`src/common/poll_pkg.sv`:
```
// Shared constants and carriers for the polling and bit-check controller.
// Assumes a single 100 MHz system clock; the crystal tick arrives as a pin.
package poll_pkg;
	localparam int base_div = 14;
	localparam int sleep_unit = 1024;
	localparam int stretch_big = 8;
	localparam logic [4:0] idle_forever = 5'h1f;
	localparam int startup_xticks = 16;
	localparam logic [5:0] interval_max = 6'h3f;

	typedef struct packed {
		logic [1:0] rate_band_select;
		logic [4:0] idle_period;
		logic sleep_stretch_select;
		logic [1:0] check_bits_sel;
		logic [4:0] window_lo;
		logic [4:0] window_hi;
	} operating_config_register_t;

	typedef enum logic [2:0] {
		st_sleep = 3'b000,
		st_startup = 3'b001,
		st_check = 3'b011,
		st_receive = 3'b010
	} poll_state_t;

	function automatic logic [4:0] checks_for(input logic [1:0] sel);
		return {2'b00, sel, 1'b0} + {1'b0, sel, 2'b00};
	endfunction
endpackage

```
`src/hw/polling_bit_check_controller.sv`:
```
// Sleep, start-up and bit-check sequencer of a polled receiver.
// Assumes a crystal clock pin and a demodulator data pin, both asynchronous to clk_in.
`timescale 1ns/1ps
// Behaviour
// RULE1: Base tick is the crystal frequency divided by fourteen.
// RULE2: Derived tick is 8, 4, 2 or 1 base ticks for bands 0 to 3.
// RULE3: Polling loops sleep, start-up, bit check; a failed check returns to sleep.
// RULE4: Processing is off during sleep and enabled to settle during start-up.
// RULE5: Active indicator shows sleeping versus active.
// RULE6: Sleep lasts idle value times stretch times 1024 base ticks.
// RULE7: Stretch factor is 8 when stretch select is one, else 1.
// RULE8: Idle value 31 keeps the device asleep until reprogrammed.
// RULE9: Start-up length follows the rate band and the base tick.
// RULE10: Checked bits 0, 3, 6 or 9 give 0, 6, 12 or 18 checks.
// RULE11: Intervals inside the window continue; outside ends the check to sleep.
// RULE12: Enough consecutive passing checks switch to receiving mode.
// RULE13: Low bound is low times tick; high bound is high minus one times tick.
// RULE14: Low and high bounds are separate 5-bit fields.
// RULE15: Host keeps low bound at least 10 and high bound at most 63.
// RULE16: Host should pick 6 or 9 bits when low bound is below 19.
// RULE17: Interval counter runs on derived ticks once checking; start-up data ignored.
// RULE18: Fail on edge below low bound or when count reaches high bound.
// RULE19: Transmitter preburst must cover sleep, start-up, check and host start-up.
// RULE20: Receiving mode holds until explicitly returned to polling.
// RULE21: Poll override low skips sleep and ignores but keeps sleep and check settings.
// RULE22: Zero checked bits go from start-up straight to receiving.
// RULE23: Interval counter restarts from zero at each data edge during check.
module polling_bit_check_controller #(
	parameter int sleep_unit = poll_pkg::sleep_unit,
	parameter int startup_xticks = poll_pkg::startup_xticks
) (
	input wire logic clk_in,
	input wire logic rst_in,
	input wire logic crystal_osc_in,
	input wire logic demod_data_in,
	input wire logic poll_override_n_in,
	input wire logic return_to_poll_in,
	input wire poll_pkg::operating_config_register_t cfg_in,
	output logic active_indicator_out,
	output logic signal_enable_out,
	output logic receiving_out,
	output logic check_fail_out
);
	logic [2:0] xo_sync_r;
	logic [2:0] dm_sync_r;
	logic xo_level_r;
	logic dm_level_r;
	logic dm_prev_r;
	logic crystal_edge_r;
	logic base_tick;
	logic derived_tick;
	poll_pkg::poll_state_t state_r;
	logic [18:0] sleep_cnt_r;
	logic [18:0] sleep_len;
	logic [15:0] start_cnt_r;
	logic [5:0] edge_interval_count_r;
	logic [4:0] checks_r;
	logic [4:0] checks_need;
	logic dm_edge;
	logic too_short;
	logic too_long;
	logic override_n;

	function automatic logic is_awake(input poll_pkg::poll_state_t st);
		return st != poll_pkg::st_sleep;
	endfunction

	// Crystal and data pins pass three flops; a change counts once the last two agree.
	always_ff @(posedge clk_in) begin
		if (rst_in) begin
			xo_sync_r <= 3'h0;
			dm_sync_r <= 3'h0;
			xo_level_r <= 1'b0;
			dm_level_r <= 1'b0;
			crystal_edge_r <= 1'b0;
		end else begin
			xo_sync_r <= {xo_sync_r[1:0], crystal_osc_in};
			dm_sync_r <= {dm_sync_r[1:0], demod_data_in};
			crystal_edge_r <= 1'b0;
			if (xo_sync_r[1] == xo_sync_r[2]) begin
				xo_level_r <= xo_sync_r[2];
				crystal_edge_r <= xo_sync_r[2] & ~xo_level_r;
			end
			if (dm_sync_r[1] == dm_sync_r[2]) begin
				dm_level_r <= dm_sync_r[2];
			end
		end
	end

	tick_divider #(
		.div(poll_pkg::base_div)
	) u_div (
		.clk_in(clk_in),
		.rst_in(rst_in),
		.crystal_edge_in(crystal_edge_r),
		.rate_band_select_in(cfg_in.rate_band_select),
		.base_tick_out(base_tick),
		.derived_tick_out(derived_tick)
	);

	assign override_n = poll_override_n_in;
	// Sleep length in base ticks with the stretch factor. [RULE6] [RULE7]
	assign sleep_len = 19'(cfg_in.idle_period) * 19'(sleep_unit) *
		(cfg_in.sleep_stretch_select ? 19'(poll_pkg::stretch_big) : 19'h1);
	assign checks_need = poll_pkg::checks_for(cfg_in.check_bits_sel); // [RULE10]
	// Data changes are sampled on the derived tick only. [RULE17]
	assign dm_edge = derived_tick && (dm_level_r != dm_prev_r);
	assign too_short = dm_edge && (edge_interval_count_r + 6'h1 < {1'b0, cfg_in.window_lo}); // [RULE13] [RULE14]
	assign too_long = derived_tick &&
		(edge_interval_count_r + 6'h1 >= {1'b0, cfg_in.window_hi}); // [RULE18]

	// Main mode sequencer.
	always_ff @(posedge clk_in) begin
		check_fail_out <= 1'b0;
		if (rst_in) begin
			state_r <= poll_pkg::st_sleep;
		end else begin
			unique case (state_r)
				poll_pkg::st_sleep: begin
					if (!override_n) begin
						state_r <= poll_pkg::st_startup; // [RULE21]
					end else if (cfg_in.idle_period != poll_pkg::idle_forever &&
						sleep_cnt_r >= sleep_len) begin
						state_r <= poll_pkg::st_startup; // [RULE3] [RULE8]
					end
				end
				poll_pkg::st_startup: begin
					if (derived_tick && start_cnt_r >= 16'(startup_xticks - 1)) begin
						if (!override_n || checks_need == 5'h0) begin
							state_r <= poll_pkg::st_receive; // [RULE22] [RULE21]
						end else begin
							state_r <= poll_pkg::st_check; // [RULE3]
						end
					end
				end
				poll_pkg::st_check: begin
					if (too_short || too_long) begin
						state_r <= poll_pkg::st_sleep; // [RULE11] [RULE3]
						check_fail_out <= 1'b1;
					end else if (dm_edge && checks_r + 5'h1 >= checks_need) begin
						state_r <= poll_pkg::st_receive; // [RULE12]
					end
				end
				poll_pkg::st_receive: begin
					if (return_to_poll_in) begin
						state_r <= poll_pkg::st_sleep; // [RULE20]
					end
				end
			endcase
		end
	end

	// Sleep timer counts base ticks while asleep.
	always_ff @(posedge clk_in) begin
		if (rst_in || state_r != poll_pkg::st_sleep) begin
			sleep_cnt_r <= 19'h0;
		end else if (base_tick && sleep_cnt_r != 19'h7ffff) begin
			sleep_cnt_r <= sleep_cnt_r + 19'h1; // [RULE6]
		end
	end

	// Start-up timer counts derived ticks, so its length follows the band. [RULE9]
	always_ff @(posedge clk_in) begin
		if (rst_in || state_r != poll_pkg::st_startup) begin
			start_cnt_r <= 16'h0;
		end else if (derived_tick) begin
			start_cnt_r <= start_cnt_r + 16'h1;
		end
	end

	// Interval counter and check tally.
	always_ff @(posedge clk_in) begin
		if (rst_in || state_r != poll_pkg::st_check) begin
			edge_interval_count_r <= 6'h0;
			checks_r <= 5'h0;
			dm_prev_r <= dm_level_r;
		end else if (derived_tick) begin
			dm_prev_r <= dm_level_r;
			if (dm_edge) begin
				edge_interval_count_r <= 6'h0; // [RULE23]
				checks_r <= checks_r + 5'h1;
			end else if (edge_interval_count_r != poll_pkg::interval_max) begin
				edge_interval_count_r <= edge_interval_count_r + 6'h1; // [RULE17]
			end
		end
	end

	// Outputs from flops.
	always_ff @(posedge clk_in) begin
		if (rst_in) begin
			active_indicator_out <= 1'b0;
			signal_enable_out <= 1'b0;
			receiving_out <= 1'b0;
		end else begin
			active_indicator_out <= is_awake(state_r); // [RULE5]
			signal_enable_out <= is_awake(state_r); // [RULE4]
			receiving_out <= (state_r == poll_pkg::st_receive);
		end
	end

	// Power and indicator outputs follow the mode one cycle later.
	chk_sleep_disabled: assert property (@(posedge clk_in) disable iff (rst_in) // [RULE4]
		(state_r == poll_pkg::st_sleep)
		|=> !signal_enable_out)
		else $error("signal path enabled in sleep");
	chk_wake_enables: assert property (@(posedge clk_in) disable iff (rst_in) // [RULE4]
		(state_r == poll_pkg::st_startup)
		|=> signal_enable_out)
		else $error("signal path disabled in start-up");
	chk_active_shows: assert property (@(posedge clk_in) disable iff (rst_in) // [RULE5]
		(state_r == poll_pkg::st_check)
		|=> active_indicator_out)
		else $error("active indicator low while checking");
	chk_sleep_shows: assert property (@(posedge clk_in) disable iff (rst_in) // [RULE5]
		(state_r == poll_pkg::st_sleep)
		|=> !active_indicator_out)
		else $error("active indicator high while asleep");
	chk_receive_flag: assert property (@(posedge clk_in) disable iff (rst_in) // [RULE12]
		(state_r == poll_pkg::st_receive)
		|=> receiving_out)
		else $error("receiving flag low in receiving mode");

	// Mode sequencing.
	chk_sleep_next: assert property (@(posedge clk_in) disable iff (rst_in) // [RULE3]
		(state_r == poll_pkg::st_sleep)
		|=> (state_r == poll_pkg::st_sleep || state_r == poll_pkg::st_startup))
		else $error("sleep left for a mode other than start-up");
	chk_startup_next: assert property (@(posedge clk_in) disable iff (rst_in) // [RULE3]
		(state_r == poll_pkg::st_startup)
		|=> state_r != poll_pkg::st_sleep)
		else $error("start-up fell back to sleep");
	chk_check_next: assert property (@(posedge clk_in) disable iff (rst_in) // [RULE3]
		(state_r == poll_pkg::st_check)
		|=> state_r != poll_pkg::st_startup)
		else $error("bit check went back to start-up");
	chk_forever_sleep: assert property (@(posedge clk_in) disable iff (rst_in) // [RULE8]
		(state_r == poll_pkg::st_sleep && override_n && cfg_in.idle_period == poll_pkg::idle_forever)
		|=> state_r == poll_pkg::st_sleep)
		else $error("left permanent sleep");
	chk_sleep_waits: assert property (@(posedge clk_in) disable iff (rst_in) // [RULE6]
		(state_r == poll_pkg::st_sleep && override_n && sleep_cnt_r < sleep_len)
		|=> state_r == poll_pkg::st_sleep)
		else $error("sleep ended early");
	chk_sleep_expires: assert property (@(posedge clk_in) disable iff (rst_in) // [RULE6]
		(state_r == poll_pkg::st_sleep && cfg_in.idle_period != poll_pkg::idle_forever && sleep_cnt_r >= sleep_len)
		|=> state_r == poll_pkg::st_startup)
		else $error("sleep did not end on time");
	chk_startup_waits: assert property (@(posedge clk_in) disable iff (rst_in) // [RULE9]
		(state_r == poll_pkg::st_startup && !(derived_tick && start_cnt_r >= 16'(startup_xticks - 1)))
		|=> state_r == poll_pkg::st_startup)
		else $error("start-up ended early");
	chk_override_wake: assert property (@(posedge clk_in) disable iff (rst_in) // [RULE21]
		(state_r == poll_pkg::st_sleep && !override_n)
		|=> state_r == poll_pkg::st_startup)
		else $error("override did not wake");
	chk_override_receive: assert property (@(posedge clk_in) disable iff (rst_in) // [RULE21]
		(state_r == poll_pkg::st_startup && !override_n && derived_tick && start_cnt_r >= 16'(startup_xticks - 1))
		|=> state_r == poll_pkg::st_receive)
		else $error("override start-up did not reach receiving mode");
	chk_zero_checks: assert property (@(posedge clk_in) disable iff (rst_in) // [RULE22]
		(state_r == poll_pkg::st_startup && checks_need == 5'h0)
		|=> state_r != poll_pkg::st_check)
		else $error("zero checks entered bit check");
	chk_receive_holds: assert property (@(posedge clk_in) disable iff (rst_in) // [RULE20]
		(state_r == poll_pkg::st_receive && !return_to_poll_in)
		|=> state_r == poll_pkg::st_receive)
		else $error("receiving mode dropped");

	// Interval counter and window decisions.
	chk_entry_cleared: assert property (@(posedge clk_in) disable iff (rst_in) // [RULE17]
		(state_r == poll_pkg::st_startup)
		|=> (edge_interval_count_r == 6'h0 && checks_r == 5'h0))
		else $error("interval counter not cleared before check");
	chk_count_steps: assert property (@(posedge clk_in) disable iff (rst_in) // [RULE17]
		(state_r == poll_pkg::st_check && derived_tick && !dm_edge && edge_interval_count_r != poll_pkg::interval_max)
		|=> edge_interval_count_r == $past(edge_interval_count_r) + 6'h1)
		else $error("interval counter missed a derived tick");
	chk_count_idle: assert property (@(posedge clk_in) disable iff (rst_in) // [RULE17]
		(state_r == poll_pkg::st_check && !derived_tick)
		|=> $stable(edge_interval_count_r))
		else $error("interval counter moved between derived ticks");
	chk_counter_restart: assert property (@(posedge clk_in) disable iff (rst_in) // [RULE23]
		(state_r == poll_pkg::st_check && dm_edge && !too_short)
		|=> edge_interval_count_r == 6'h0)
		else $error("interval count not restarted");
	chk_short_fails: assert property (@(posedge clk_in) disable iff (rst_in) // [RULE11]
		(state_r == poll_pkg::st_check && too_short)
		|=> (state_r == poll_pkg::st_sleep && check_fail_out))
		else $error("short interval not failed");
	chk_long_fails: assert property (@(posedge clk_in) disable iff (rst_in) // [RULE18]
		(state_r == poll_pkg::st_check && derived_tick && edge_interval_count_r + 6'h1 >= {1'b0, cfg_in.window_hi})
		|=> state_r == poll_pkg::st_sleep)
		else $error("long interval not failed");
	chk_pass_receives: assert property (@(posedge clk_in) disable iff (rst_in) // [RULE12]
		(state_r == poll_pkg::st_check && dm_edge && !too_short && !too_long && checks_r + 5'h1 >= checks_need)
		|=> state_r == poll_pkg::st_receive)
		else $error("passed check count did not reach receiving mode");
	chk_fail_single: assert property (@(posedge clk_in) disable iff (rst_in) // [RULE11]
		check_fail_out
		|=> !check_fail_out)
		else $error("check failure pulse longer than one cycle");
	chk_fail_to_sleep: assert property (@(posedge clk_in) disable iff (rst_in) // [RULE3]
		check_fail_out
		|-> state_r == poll_pkg::st_sleep)
		else $error("failed check did not return to sleep");
endmodule

```
`src/hw/tick_divider.sv`:
```
// Divider that makes the base tick and the rate-band derived tick.
// Assumes crystal_edge_in is a one-cycle pulse per crystal period, in clk_in domain.
`timescale 1ns/1ps
module tick_divider #(
	parameter int div = poll_pkg::base_div
) (
	input wire logic clk_in,
	input wire logic rst_in,
	input wire logic crystal_edge_in,
	input wire logic [1:0] rate_band_select_in,
	output logic base_tick_out,
	output logic derived_tick_out
);
	logic [3:0] div_r;
	logic [2:0] xdiv_r;
	logic [2:0] xmask;

	assign xmask = (rate_band_select_in == 2'h0) ? 3'h7 : (rate_band_select_in == 2'h1) ? 3'h3 :
		(rate_band_select_in == 2'h2) ? 3'h1 : 3'h0;

	// Divides crystal edges by fourteen. [RULE1]
	always_ff @(posedge clk_in) begin
		base_tick_out <= 1'b0;
		if (rst_in) begin
			div_r <= 4'h0;
		end else if (crystal_edge_in) begin
			if (div_r == 4'(div - 1)) begin
				div_r <= 4'h0;
				base_tick_out <= 1'b1;
			end else begin
				div_r <= div_r + 4'h1;
			end
		end
	end

	// Derived tick every 8, 4, 2 or 1 base ticks. [RULE2]
	always_ff @(posedge clk_in) begin
		derived_tick_out <= 1'b0;
		if (rst_in) begin
			xdiv_r <= 3'h0;
		end else if (base_tick_out) begin
			if ((xdiv_r & xmask) == xmask) begin
				xdiv_r <= 3'h0;
				derived_tick_out <= 1'b1;
			end else begin
				xdiv_r <= xdiv_r + 3'h1;
			end
		end
	end

	chk_base_from_crystal: assert property (@(posedge clk_in) disable iff (rst_in) // [RULE1]
		base_tick_out
		|-> $past(crystal_edge_in))
		else $error("base tick without crystal edge");
	chk_derived_from_base: assert property (@(posedge clk_in) disable iff (rst_in) // [RULE2]
		derived_tick_out
		|-> $past(base_tick_out))
		else $error("derived tick without base tick");
endmodule

```
`config.mk`:
```
export PLATFORM = sky130hd
export DESIGN_NAME = polling_bit_check_controller
export DESIGN_NICKNAME = d
export VERILOG_FILES = /design/src/common/poll_pkg.sv /design/src/hw/polling_bit_check_controller.sv /design/src/hw/tick_divider.sv
export SDC_FILE = /design/constraint.sdc
export NUM_CORES = 1
export LEC_CHECK = 0
export BUFFER_PORTS_ARGS = -buffer_cell sky130_fd_sc_hd__clkbuf_2
export CAP_MARGIN = 25
export CELL_PAD_IN_SITES_DETAIL_PLACEMENT = 0
export CELL_PAD_IN_SITES_GLOBAL_PLACEMENT = 1
export CORE_AREA = 2 2 108 110
export DETAILED_ROUTE_END_ITERATION = 6
export DIE_AREA = 0 0 110 112
export PLACE_DENSITY = 0.75
export SYNTH_ARGS = -nofsm -noshare
export SYNTH_HDL_FRONTEND = slang
export SYNTH_SLANG_ARGS = --single-unit
export TNS_END_PERCENT = 50
```
`constraint.sdc`:
```
create_clock -name clk_in -period 6.6 [get_ports clk_in]
set_clock_uncertainty 0.05 [all_clocks]
set_input_delay 0.33 -clock clk_in [delete_from_list [all_inputs] [get_ports clk_in]]
set_output_delay 0.33 -clock clk_in [all_outputs]
set_load 0.05 [all_outputs]
```
==> flow_summary.json <==
{
  "htreeDepth": 3,
  "worst_setup_path_start_kind": "register",
  "dp_hpwl_um": 5620,
  "globalRouteOverflowTotal": 0,
  "path_delay_family": "compound AO/OA/AOI/OAI gates",
  "arrival_ns": 2.69,
  "p_int_mw": 0.763,
  "synthToLayoutAreaGrowth_pct": 14.8,
  "layout_common_cells": "dfxtp_1 (69), nor2_1 (59), ha_1 (33), nand2_1 (29), clkbuf_2 (29)",
  "clk_pin_slew_ns": 0.06,
  "wl_um": 7480,
  "cp.buffers_inverters": 0,
  "first_global_vias": 2822,
  "portBuffers": 29,
  "grt_pass1_wl_um": 12700,
  "die_x_um": 110,
  "worst-setup-path-type": "register to register",
  "p_switching_mw": 0.267,
  "p_per_area_nw_per_um2": 234,
  "ys.flop_type": "dfxtp_1",
  "postRouteAntennaNets": 0,
  "syn_area_sq_um": 3830,
  "final_common_cell": "dfxtp_1",
  "hold_buffers": 0,
  "n_fill_cell": 1132,
  "cts_max_path_buffers": 2,
  "netlist_instances": 449,
  "worst_ir_drop_vdd_v": 0.000128,
  "grt_usage_pct": 12.9,
  "rsz0062_at_grt": "no",
  "firstDrtPassIters": 4,
  "synthArstFlopShare_pct": 0,
  "fmax_mhz": 397,
  "vias": 3067,
  "start_util_pct": 34.3,
  "antennaDiodeCount": 0,
  "yosysWarnings": 0,
  "core-area_sq_um": 11200,
  "seq_area_sq_um": 1410,
  "design.die.area_sq_um": 12300,
  "cts_tree": "built",
  "synth_edf_count": 1,
  "die_h_um": 112,
  "cts_buffers": 9,
  "synth-seq-cells": 70,
  "final_net_count": 536,
  "place_congestion": 0.777,
  "maxCapViolCount": 0,
  "syn_avg_cell_area_sq_um": 8.53,
  "yosysUniqueCellTypes": 54,
  "cpMaxStageDelayCell": "dfxtp_1",
  "ys_seq_area_share_pct": 36.9,
  "drt-initial-drc-count": 150,
  "rows": 39,
  "antenna_found_initial": 0,
  "max-slew-margin-rel_pct": 53.3,
  "critPathMaxFanout": 8,
  "cts_sinks": 70,
  "p_clk_share_pct": 45.1,
  "leakage_nw": 1.67,
  "viasPerCell": 4.92,
  "status": "finished clean",
  "setup_tns_ns": 0,
  "crit_path_end_kind": "register",
  "crit_chain": "ha_1 -> nand3_1 -> xnor2_1 -> ha_1 -> o41ai_1 -> o21ai_0 -> a41oi_1 -> o211ai_1 -> a32o_1",
  "p_seq_share_pct": 43.2,
  "clk_latency_ns": 0.33,
  "cts_resized": 0,
  "p_comb_share_pct": 11.7,
  "p_sw_share_pct": 26.0,
  "critPathMostFrequentCell": "ha_1",
  "drive_gt1_share_pct": 10.6,
  "root_buffer": "clkbuf_16",
  "worstHoldPathType": "input pin to register",
  "required_ns": 6.77,
  "finalCritPeriodShare_pct": 38.2,
  "grt_start_max_net_pins": 24,
  "multi_input_area_sq_um": 2260,
  "routedWlPerCell_um": 12.0,
  "hold_viol": 0,
  "drcViolationCount": 0,
  "layout_min_cycle_time_ns": 2.52,
  "setup_viol": 0,
  "max_slew.worst_pin.slew_ns": 0.700,
  "slew_violations": 0,
  "post-cts-setup-buffers": 0,
  "worst_path_largest_cell_delay_ns": 0.46,
  "io_pins": 30,
  "total_power_mw": 1.03
}
path summary, 6_finish.rpt:
path	slack, ns	depth (start not counted)	to	start
max	4.08	9	state_r[0]	edge_interval_count_r[0]
min	0.16	2	xo_sync_r[0]	crystal_osc_in
max reg2reg	4.08	9	state_r[0]	edge_interval_count_r[0]
min reg2reg	0.39	1	dm_sync_r[1]	dm_sync_r[0]
cells in the mapped netlist, drive strengths merged, types with 4 or more instances:
cell type	n	area, sq um
or3	11	68.8
nor2	59	221
xor2	17	149
and3	4	25.0
a21oi	26	130
nor4	5	31.3
nand2b	7	43.8
ha	33	413
inv	27	101
o21a	5	37.5
and4	6	55.1
nor2b	9	56.3
clkbuf	11	41.3
dfxtp	69	1380
nor3	7	45.0
nand4	5	46.3
o21ai	24	120
nand3	19	95.1
xnor2	23	201
nand4b	4	35.0
nand2	29	109
a31oi	4	25.0
mux2i	4	40.0
power by group through the flow:
| stage | clock network, mW | logic (mW) | registers [mW] |
|---|---|---|---|
| detailed placement | 0 | 0.121 | 0.455 |
| CTS | 0.478 | 0.122 | 0.445 |
| finish | 0.465 | 0.120 | 0.445 |
| floorplan | 0 | 0.0917 | 0.454 |
| global placement | 0 | 0.118 | 0.455 |
| global route | 0.498 | 0.134 | 0.449 |
metrics by stage:
step	util (%)	setup slack, ns	hold slack [ns]	area [sq um]	instances
floorplan	-	4.26	0.359	3830	450
global placement	36.7	4.12	0.370	4100	608
detailed placement	36.7	4.05	0.374	4100	608
CTS	39.3	4.03	0.153	4400	624
global route	39.3	3.81	0.158	4400	624
finish	39.3	4.08	0.164	4400	624
cell families after synthesis:
family	count (synthesis)	synth area share, %
AOI/OAI and AO/OA	79	12.6
xor gates and xnor gates	40	9.15
adders and majority gates	34	11.3
buffers and inverters	41	4.18
DFF	70	36.9
muxes	5	1.34
other	2	0.196
and+or+nand+nor	178	24.4
state kept, by name, indices dropped and copies added (netlist names), 2 cells and up:
register and flops:
xo_sync_r 3, dm_sync_r 3, u_div.xdiv_r 3, state_r 2
start_cnt_r 16, u_div.div_r 4, edge_interval_count_r 6, checks_r 5
sleep_cnt_r 19
layer usage:
layer  part of all wire [%]  vias to the layer above  global-route usage, %
met5                      0                        -                      0
li1                       -                     1621                      -
met1                     51                     1414                   17.4
met2                     45                       30                   19.9
met3                    3.5                        2                   3.81
met4                   0.39                        0                   3.80
layout make-up:
class | count | share of cell area, %
Multi-Input combinational cell | 339 | 51.5
Clock inverter | 4 | 0.655
Tap cell | 143 | 4.07
Inverter | 27 | 2.31
Sequential cell | 70 | 32.1
Clock buffer | 12 | 6.09
Timing Repair Buffer | 29 | 3.30
Note: power is estimated with default switching activity, not from simulation.
